$ cat config.mk
export PLATFORM = sky130hd
export DESIGN_NAME = tjl_config_bank
export DESIGN_NICKNAME = d
export VERILOG_FILES = /design/src/inc/tjl_pkg.sv /design/src/hdl/tjl_counter.sv /design/src/hdl/tjl_config_bank.sv
export SDC_FILE = /design/constraint.sdc
export NUM_CORES = 1
export LEC_CHECK = 0
export BUFFER_PORTS_ARGS = -buffer_cell sky130_fd_sc_hd__clkbuf_2
export CORE_ASPECT_RATIO = 0.75
export CORE_MARGIN = 1
export CORE_UTILIZATION = 50
export CTS_CLUSTER_DIAMETER = 50
export CTS_CLUSTER_SIZE = 24
export DETAILED_ROUTE_END_ITERATION = 10
export PLACE_DENSITY = 0.78
export SLEW_MARGIN = 5
export SYNTH_ARGS = -nofsm -noshare
export SYNTH_HDL_FRONTEND = slang
export SYNTH_HIERARCHICAL = 1
export SYNTH_SLANG_ARGS = --single-unit
export TNS_END_PERCENT = 10
$ cat constraint.sdc
create_clock -name I_CLK_SYS -period 5.05 [get_ports I_CLK_SYS]
set_clock_uncertainty 0.05 [all_clocks]
set_input_delay 1.2625 -clock I_CLK_SYS [delete_from_list [all_inputs] [get_ports I_CLK_SYS]]
set_output_delay 1.2625 -clock I_CLK_SYS [all_outputs]
set_load 0.02 [all_outputs]
$ cat src/inc/tjl_pkg.sv
// ****************************************************************
// Overview of operation
// ****************************************************************
// Overview of operation
// - On T1/J1 entry load address compares high FD, FF and low FF, FF.
// - After reset all six global clock-mode registers hold 00.
// - After reset all receive/transmit/extra slot-select registers hold 00.
// - Line-standard bit low means E1 mode; host keeps it high for T1/J1.
// - In T1/J1, Japanese-variant bit 1 selects J1, 0 selects T1.
// - Control registers read/write, except the write-only command register.
// - Detect count 0A declares loss of signal after 176 zeros.
// - Recover count 15 clears loss after 22 ones in detection interval.
// - With density check on, recovery also needs no 15-zero run.
// - Status-change bit adds recovery interrupts beside activation ones.
// - Analog: AMI, AMI bit-7, B8ZS; digital adds precoded B8ZS and NRZ.
// - Reset input held at least 10 us resets; clock keeps running.
// - Comes up E1; T1/J1 defaults apply after 20 us settling.
package tjl_pkg;
    // ************************************************************
    // timing
    // ************************************************************
    localparam int CLK_PERIOD_NS = 20;
    localparam int RESET_MIN_US = 10;
    localparam int SETTLE_MAX_US = 20;
    localparam int RST_CYC =
        (RESET_MIN_US * 1000 + CLK_PERIOD_NS - 1) / CLK_PERIOD_NS;
    localparam int SETTLE_CYC = SETTLE_MAX_US * 1000 / CLK_PERIOD_NS;

    // ************************************************************
    // register offsets
    // ************************************************************
    localparam logic [7:0] ADR_CFG = 8'h00;
    localparam logic [7:0] ADR_STAT = 8'h01;
    localparam logic [7:0] ADR_IRQ_STAT = 8'h02;
    localparam logic [7:0] ADR_IRQ_MASK = 8'h03;
    localparam logic [7:0] ADR_LOS_DET = 8'h04;
    localparam logic [7:0] ADR_LOS_RCV = 8'h05;
    localparam logic [7:0] ADR_CMD = 8'h06;
    localparam logic [7:0] ADR_BANK = 8'h08;
    localparam int BANK_N = 23;

    // ************************************************************
    // field positions
    // ************************************************************
    localparam int CFG_STD = 0;
    localparam int CFG_JPN = 1;
    localparam int CFG_PDC = 2;
    localparam int CFG_SCI = 3;
    localparam int CFG_CODE = 4;
    localparam int CFG_DIG = 6;
    localparam int CFG_PRE = 7;
    localparam int ST_LOS = 0;
    localparam int ST_T1J1 = 1;
    localparam int ST_J1 = 2;
    localparam int ST_CODE_OK = 3;
    localparam int IRQ_W = 3;
    localparam int IRQ_LOS = 0;
    localparam int IRQ_RCV = 1;
    localparam int IRQ_SETTLE = 2;
    localparam int CMD_LOS_RESTART = 0;
    localparam logic [1:0] CODE_NRZ = 2'h0;
    localparam logic [1:0] CODE_B8ZS = 2'h3;

    // ************************************************************
    // reset values and loss-of-signal constants
    // ************************************************************
    localparam logic [7:0] REG_RST = 8'h00;
    localparam logic [7:0] ADDR_HIGH1_RST = 8'hfd;
    localparam logic [7:0] ADDR_FF_RST = 8'hff;
    localparam logic [IRQ_W-1:0] MASK_RST = 3'h0;
    localparam int BK_ADDR_HIGH1 = 3;
    localparam int BK_ADDR_LOW2 = 6;
    localparam int CNT_W = 13;
    localparam int DET_SHIFT = 4;
    localparam logic [CNT_W-1:0] DENS_RUN = 13'h000f;

    typedef enum logic [1:0] {
        MODE_E1 = 2'b00,
        MODE_SETTLE = 2'b01,
        MODE_T1J1 = 2'b11
    } tjl_mode_type;

    // mode, address compare, clock-mode and slot-select defaults
    function automatic logic [7:0] bank_default(input int idx);
        logic [7:0] v;
        v = REG_RST;
        if (idx == BK_ADDR_HIGH1) begin
            v = ADDR_HIGH1_RST;
        end else if (idx > BK_ADDR_HIGH1 && idx <= BK_ADDR_LOW2) begin
            v = ADDR_FF_RST;
        end
        return v;
    endfunction
endpackage

$ cat src/hdl/tjl_counter.sv
`timescale 1ns/1ns
module tjl_counter #(
    parameter int W = 13
) (
    // clock and control
    input wire logic i_clk,
    input wire logic i_ce,
    input wire logic i_clr,
    input wire logic i_inc,
    // count
    output logic [W-1:0] o_cnt
);
    generate
        if (W < 1) begin : g_chk
            $error("counter width must be positive");
        end
    endgenerate

    // saturates so a long run never wraps back under a threshold
    always_ff @(posedge i_clk) begin
        if (i_ce) begin
            if (i_clr) begin
                o_cnt <= '0;
            end else if (i_inc && o_cnt != {W{1'b1}}) begin
                o_cnt <= o_cnt + W'(1);
            end
        end
    end
endmodule

$ cat src/hdl/tjl_config_bank.sv
// Design decisions made here: the placing of the registers and the strobed register port.
`timescale 1ns/1ns
module tjl_config_bank
    import tjl_pkg::*;
#(
    parameter int AW = 8
) (
    // clock, enable, reset
    input wire logic I_CLK_SYS,
    input wire logic I_CE,
    input wire logic I_SRST,
    // register port
    input wire logic [AW-1:0] I_ADDR,
    input wire logic [7:0] I_WDATA,
    input wire logic I_WR,
    input wire logic I_RD,
    output logic [7:0] O_RDATA,
    // received line bits
    input wire logic I_RX_VALID,
    input wire logic I_RX_BIT,
    // status
    output logic O_LOS,
    output logic O_T1J1_MODE,
    output logic O_J1_MODE,
    output logic O_IRQ
);
    generate
        if (AW < 8) begin : g_chk
            $error("address width must be at least 8");
        end
    endgenerate

    localparam int BK_IW = $clog2(BANK_N);
    localparam logic [9:0] SETTLE_LAST = 10'(SETTLE_CYC - 1);
    localparam logic [9:0] RST_LAST = 10'(RST_CYC - 1);

    // ************************************************************
    // reset qualification
    // ************************************************************
    logic [9:0] rst_cnt;
    logic rst;

    // short glitches on the reset input are ignored
    always_ff @(posedge I_CLK_SYS) begin
        if (I_CE) begin
            if (!I_SRST) begin
                rst_cnt <= '0;
            end else if (rst_cnt != RST_LAST) begin
                rst_cnt <= rst_cnt + 10'(1);
            end
        end
    end
    assign rst = I_SRST && rst_cnt == RST_LAST;

    // ************************************************************
    // address decode
    // ************************************************************
    logic hit_cfg, hit_stat, hit_ist, hit_msk, hit_det, hit_rcv;
    logic hit_cmd, hit_bank;
    logic [AW-1:0] bank_off;
    logic [BK_IW-1:0] bank_idx;

    assign hit_cfg = I_ADDR == AW'(ADR_CFG);
    assign hit_stat = I_ADDR == AW'(ADR_STAT);
    assign hit_ist = I_ADDR == AW'(ADR_IRQ_STAT);
    assign hit_msk = I_ADDR == AW'(ADR_IRQ_MASK);
    assign hit_det = I_ADDR == AW'(ADR_LOS_DET);
    assign hit_rcv = I_ADDR == AW'(ADR_LOS_RCV);
    assign hit_cmd = I_ADDR == AW'(ADR_CMD);
    assign bank_off = I_ADDR - AW'(ADR_BANK);
    assign hit_bank = I_ADDR >= AW'(ADR_BANK) && bank_off < AW'(BANK_N);
    assign bank_idx = bank_off[BK_IW-1:0];

    // ************************************************************
    // control registers
    // ************************************************************
    logic [7:0] cfg, los_det, los_rcv;
    logic [IRQ_W-1:0] irq_stat, irq_mask;
    logic [7:0] bank [BANK_N];
    logic cmd_restart;
    logic load_dflt;

    always_ff @(posedge I_CLK_SYS) begin
        if (I_CE) begin
            if (rst) begin
                cfg <= REG_RST;
                los_det <= REG_RST;
                los_rcv <= REG_RST;
                irq_mask <= MASK_RST;
            end else if (I_WR) begin
                if (hit_cfg) begin
                    cfg <= I_WDATA;
                end
                if (hit_det) begin
                    los_det <= I_WDATA;
                end
                if (hit_rcv) begin
                    los_rcv <= I_WDATA;
                end
                if (hit_msk) begin
                    irq_mask <= I_WDATA[IRQ_W-1:0];
                end
            end
        end
    end

    // command is write-only: it leaves a one-cycle pulse, nothing stored
    always_ff @(posedge I_CLK_SYS) begin
        if (I_CE) begin
            cmd_restart <= !rst && I_WR && hit_cmd
                && I_WDATA[CMD_LOS_RESTART];
        end
    end

    always_ff @(posedge I_CLK_SYS) begin
        if (I_CE) begin
            for (int i = 0; i < BANK_N; i++) begin
                if (rst || load_dflt) begin
                    bank[i] <= bank_default(i);
                end else if (I_WR && hit_bank && bank_idx == BK_IW'(i)) begin
                    bank[i] <= I_WDATA;
                end
            end
        end
    end

    // ************************************************************
    // line standard selection
    // ************************************************************
    tjl_mode_type mode, next_mode;
    logic [9:0] settle_cnt;
    logic std_sel, settle_done;

    assign std_sel = cfg[CFG_STD];
    assign settle_done = mode == MODE_SETTLE && settle_cnt == SETTLE_LAST;
    assign load_dflt = settle_done && std_sel;

    always_comb begin
        next_mode = mode;
        case (mode)
            MODE_E1: begin
                if (std_sel) begin
                    next_mode = MODE_SETTLE;
                end
            end
            MODE_SETTLE: begin
                if (!std_sel) begin
                    next_mode = MODE_E1;
                end else if (settle_done) begin
                    next_mode = MODE_T1J1;
                end
            end
            MODE_T1J1: begin
                if (!std_sel) begin
                    next_mode = MODE_E1;
                end
            end
            default: begin
                next_mode = MODE_E1;
            end
        endcase
    end

    always_ff @(posedge I_CLK_SYS) begin
        if (I_CE) begin
            mode <= rst ? MODE_E1 : next_mode;
        end
    end

    tjl_counter #(.W(10)) u_settle (
        .i_clk(I_CLK_SYS),
        .i_ce(I_CE),
        .i_clr(rst || mode != MODE_SETTLE),
        .i_inc(1'b1),
        .o_cnt(settle_cnt)
    );

    // ************************************************************
    // loss-of-signal detection and recovery
    // ************************************************************
    logic [CNT_W-1:0] zero_run, win_cnt, ones_cnt, det_len;
    logic los, dens_bad, win_end, bit0, bit1;
    logic ev_los, ev_rcv, run_ok;

    // threshold in bits: (count + 1) * 16, 0a gives 176
    assign det_len = (CNT_W'(los_det) + CNT_W'(1)) << DET_SHIFT;
    assign bit0 = I_RX_VALID && !I_RX_BIT;
    assign bit1 = I_RX_VALID && I_RX_BIT;
    assign ev_los = !los && bit0 && zero_run == det_len - CNT_W'(1);
    assign win_end = I_RX_VALID && win_cnt == det_len - CNT_W'(1);
    assign run_ok = !(cfg[CFG_PDC] && dens_bad);
    // the one that reaches count + 1 ends the loss, 15 gives 22
    assign ev_rcv = los && bit1 && ones_cnt == CNT_W'(los_rcv)
        && run_ok;

    tjl_counter #(.W(CNT_W)) u_zero_run (
        .i_clk(I_CLK_SYS),
        .i_ce(I_CE),
        .i_clr(rst || cmd_restart || bit1),
        .i_inc(bit0),
        .o_cnt(zero_run)
    );

    tjl_counter #(.W(CNT_W)) u_window (
        .i_clk(I_CLK_SYS),
        .i_ce(I_CE),
        .i_clr(rst || cmd_restart || !los || win_end),
        .i_inc(I_RX_VALID),
        .o_cnt(win_cnt)
    );

    tjl_counter #(.W(CNT_W)) u_ones (
        .i_clk(I_CLK_SYS),
        .i_ce(I_CE),
        .i_clr(rst || cmd_restart || !los || win_end),
        .i_inc(bit1),
        .o_cnt(ones_cnt)
    );

    always_ff @(posedge I_CLK_SYS) begin
        if (I_CE) begin
            if (rst || cmd_restart) begin
                los <= 1'b0;
            end else if (ev_los) begin
                los <= 1'b1;
            end else if (ev_rcv) begin
                los <= 1'b0;
            end
        end
    end

    // a 15-zero run spoils the current recovery interval
    always_ff @(posedge I_CLK_SYS) begin
        if (I_CE) begin
            if (rst || cmd_restart || !los || win_end) begin
                dens_bad <= 1'b0;
            end else if (bit0 && zero_run >= DENS_RUN - CNT_W'(1)) begin
                dens_bad <= 1'b1;
            end
        end
    end

    // ************************************************************
    // interrupts
    // ************************************************************
    logic [IRQ_W-1:0] irq_ev, irq_clr;

    // recovery raises an interrupt only with status-change enabled
    assign irq_ev[IRQ_LOS] = ev_los;
    assign irq_ev[IRQ_RCV] = ev_rcv && cfg[CFG_SCI];
    assign irq_ev[IRQ_SETTLE] = load_dflt;
    assign irq_clr = (I_WR && hit_ist) ? I_WDATA[IRQ_W-1:0] : '0;

    // a new event beats a simultaneous write-one-to-clear
    always_ff @(posedge I_CLK_SYS) begin
        if (I_CE) begin
            if (rst) begin
                irq_stat <= '0;
            end else begin
                irq_stat <= (irq_stat & ~irq_clr) | irq_ev;
            end
        end
    end

    // ************************************************************
    // line coding check
    // ************************************************************
    logic [1:0] code;
    logic code_ok;

    // nrz and precoding exist only on the digital interface
    assign code = cfg[CFG_CODE +: 2];
    assign code_ok = cfg[CFG_DIG]
        ? (!cfg[CFG_PRE] || code == CODE_B8ZS)
        : (code != CODE_NRZ && !cfg[CFG_PRE]);

    // ************************************************************
    // read-back and outputs
    // ************************************************************
    logic [7:0] stat, rd_mux;
    logic t1j1;

    assign t1j1 = mode == MODE_T1J1;
    assign stat = {4'h0, code_ok, t1j1 && cfg[CFG_JPN], t1j1, los};
    // unused and write-only addresses read as zero
    assign rd_mux = hit_cfg ? cfg
        : hit_stat ? stat
        : hit_ist ? 8'(irq_stat)
        : hit_msk ? 8'(irq_mask)
        : hit_det ? los_det
        : hit_rcv ? los_rcv
        : hit_bank ? bank[bank_idx]
        : 8'h00;

    always_ff @(posedge I_CLK_SYS) begin
        if (I_CE) begin
            if (rst) begin
                O_RDATA <= 8'h00;
                O_LOS <= 1'b0;
                O_T1J1_MODE <= 1'b0;
                O_J1_MODE <= 1'b0;
                O_IRQ <= 1'b0;
            end else begin
                O_RDATA <= I_RD ? rd_mux : 8'h00;
                O_LOS <= los;
                O_T1J1_MODE <= t1j1;
                O_J1_MODE <= t1j1 && cfg[CFG_JPN];
                O_IRQ <= |(irq_stat & irq_mask);
            end
        end
    end
endmodule

==> results by group <==
Setup path
  – CP max stage cell: and2_1
  – CP startpoint kind: input pin
  – Crit path depth: 11
  – WS Path Type: in -> reg
  – Required @ worst endpoint: 5210 ps
  – Crit-path cells: clkbuf_2 -> inv_1 -> ha_1 -> or2_2 -> o21ai_0 -> mux2i_1 -> nor4_2 -> buf_4 -> and2_1 -> nand3_1 -> nand2_1
  – CP top delay family: simple AND/OR/NAND/NOR gates
  – FF-to-FF setup slack: 1120 ps
  – Critical-path maximum fanout: 20
  – FF-to-FF path depth: 13
  – Worst path bufs/invs: 3
  – Worst EP arrival: 4110 ps
  – Crit path capture type: flop
  – Max incr delay on CP: 620 ps

CTS
  – Post-CTS setup repair buffer count: 0
  – Clk_lat worst skew: around 560 ps
  – Clock transition at path regs: about 80 ps
  – Inserted Clock Buffers: 27
  – Clock Sinks: 290
  – H-tree Lvls: 1
  – CTS max path bufs: 3
  – CTS resizes: 0
  – Hold_buf cts: 0
  – CTS tree: yes
  – Root Buffer: clkbuf_16

Global routing
  – Initial antenna violation count: 2
  – Pin count of the biggest net entering global routing: 45
  – Total global-route track usage: about a quarter
  – Overflow after GRT: 0
  – Global-route wire length before repair: 57340 um
  – Vias in the first global route: 9796

Layout
  – P&R area growth vs syn: 10.41%
  – Cell area after layout: 16550 sq um
  – Most common cell after layout, fill and taps aside: edfxtp_1
  – Fin nets: 1259
  – Register area: 8708 sq um
  – Multi-input gate area: about 5800 sq um
  – Highest-count cells in the layout ignoring fill and taps: edfxtp_1, and2_1, nor2_1
  – Share of layout cells above drive strength 1: 17.45%
  – Layout filler cell count: between 2000 and 2500

Die
  – Placement Rows: 54
  – Die W: 201.9 um
  – Die H: 151.9 um
  – I/O pin cnt: 35
  – Core area: 29260 sq um
  – Die Area: 30680 sq um
  – Initial Util: just over 50%

Logic synthesis
  – Synth Instances: between 1000 and 1500
  – Synth cell types: 72
  – Ys async rst share: 0%
  – Avg Inst Size Synth: approximately 12 sq um
  – Share of the yosys chip area belonging to registers: roughly 58%
  – Post-synth EDFFs: 290
  – Syn_nets: 1238
  – Yosys warns: 6
  – Main synth FF type: edfxtp_1
  – FF+latch count, synth: between 200 and 300
  – Synthesized area: 14990 sq um

Placed design
  – Dpl cell area: 15520 sq um
  – Routability cong.: 0.9318
  – Count of input and output buffers: 34
  – DP Wirelength: 24380 um

Timing
  – Max Slew Vio Count: 0
  – Final hold violations: 0
  – Final min period: slightly below 4000 ps
  – Final period utilization: 78.12%
  – RSZ-0062 raised after global routing: false
  – Final setup TNS: 0 ps
  – Final setup violating endpoints: 0
  – Slew HR: 30.51%
  – Fmax: around 250 MHz
  – Tightest Pin Transition: around 1000 ps

Status
  – Outcome: completed

Routing
  – Total wire length: 36450 um
  – Via count: 10350
  – Remaining DRCs: 0
  – Vias per cell: 6.302
  – Post-route ant nets: 0
  – Iter 0 DRT Violations: between 1000 and 1500
  – Routed length per instance: 22.20 um
  – Drt first pass iters: 5

Power and ir drop
  – Total Power: 5.284 mW
  – Power Dens Cells: 319.3 nW/um^2
  – Peak supply drop: 0.2196 mV
  – Leakage: 5.720 nW

Min path
  – Worst hold path type: reg -> reg
  – Hold depth: 1

Run
  – Max cap viols: 0
## final timing paths
kind	end	from
worst min-delay path	los	cmd_restart
worst max register to register	u_window/o_cnt[4]	los_det[1]
worst min register to register	los	cmd_restart
worst max-delay path	bank[20][7]	I_ADDR[3]
## cell usage after synthesis (23+ instances only)
cell,instances,share of area (%)
nand2_1,64,1.6
and3_1,30,1.3
nor2_1,78,2.0
or3_1,27,1.1
mux4_2,44,6.6
o21ai_0,51,1.7
nand3_1,47,1.6
a21oi_1,60,2.0
edfxtp_1,290,58
xor2_1,28,1.6
nor3_1,23,0.77
and2_1,130,5.4
clkbuf_1,48,1.2
## power breakdown
group	internal (mW)	leakage (nW)	switching (mW)
registers	2.66	2.72	0.0462
logic	0.116	2.51	0.209
clock network	1.11	0.490	1.14
## flip-flops by register name (all words and copies together), names as in the netlist
register / cells
O_IRQ: 1
O_J1_MODE: 1
O_LOS: 1
O_RDATA: 8
O_T1J1_MODE: 1
bank: 184
cfg: 8
cmd_restart: 1
dens_bad: 1
irq_mask: 3
irq_stat: 3
los: 1
los_det: 8
los_rcv: 8
mode: 2
rst_cnt: 10
u_ones/o_cnt: 13
u_settle/o_cnt: 10
u_window/o_cnt: 13
u_zero_run/o_cnt: 13
## per-layer routing
metal	up-vias	GRT usage (%)	routed length (um)
met4	0	6.025	844
met1	5028	36.59	15050
li1	4596	-	-
met3	76	4.011	4298
met5	-	0	0
met2	648	35.82	16250
## cell families (layout without fill, tap and decap cells)
group / count (synthesis) / after routing / synth area share [%]
AND/OR/NAND/NOR: 521 / 521 / 19.73
multiplexers: 63 / 63 / 7.939
adder cells (fa/ha/maj): 7 / 7 / 0.5843
flip-flops: 290 / 290 / 58.10
buffers and inverters: 100 / 141 / 3.381
XOR/XNOR: 51 / 51 / 3.181
AO/OA/AOI/OAI: 175 / 175 / 7.054
other: 1 / 2 / 0.02502
## stage by stage
stage	instances	utilization, %	hold WS, ps	worst slack [ps]
final	1642	56.56	555.6	1105
after global routing	1642	56.56	583.3	823.8
after CTS	1641	56.56	549.0	1166
after detailed placement	1592	53.04	526.0	631.8
after global placement	1592	53.04	532.1	791.4
after floorplan	1208	-	470.7	842.9
## layout make-up
cell class / count / share of cell area (%)
multi-input combinational: 818 / 34.92
sequential: 290 / 52.62
timing repair buffer: 70 / 2.752
clock inverter: 22 / 2.140
inverter: 22 / 0.4990
tap: 392 / 2.964
clock buffer: 27 / 4.083
antenna: 1 / 0.01512
No activity file was read; power rests on OpenSTA's default activity.
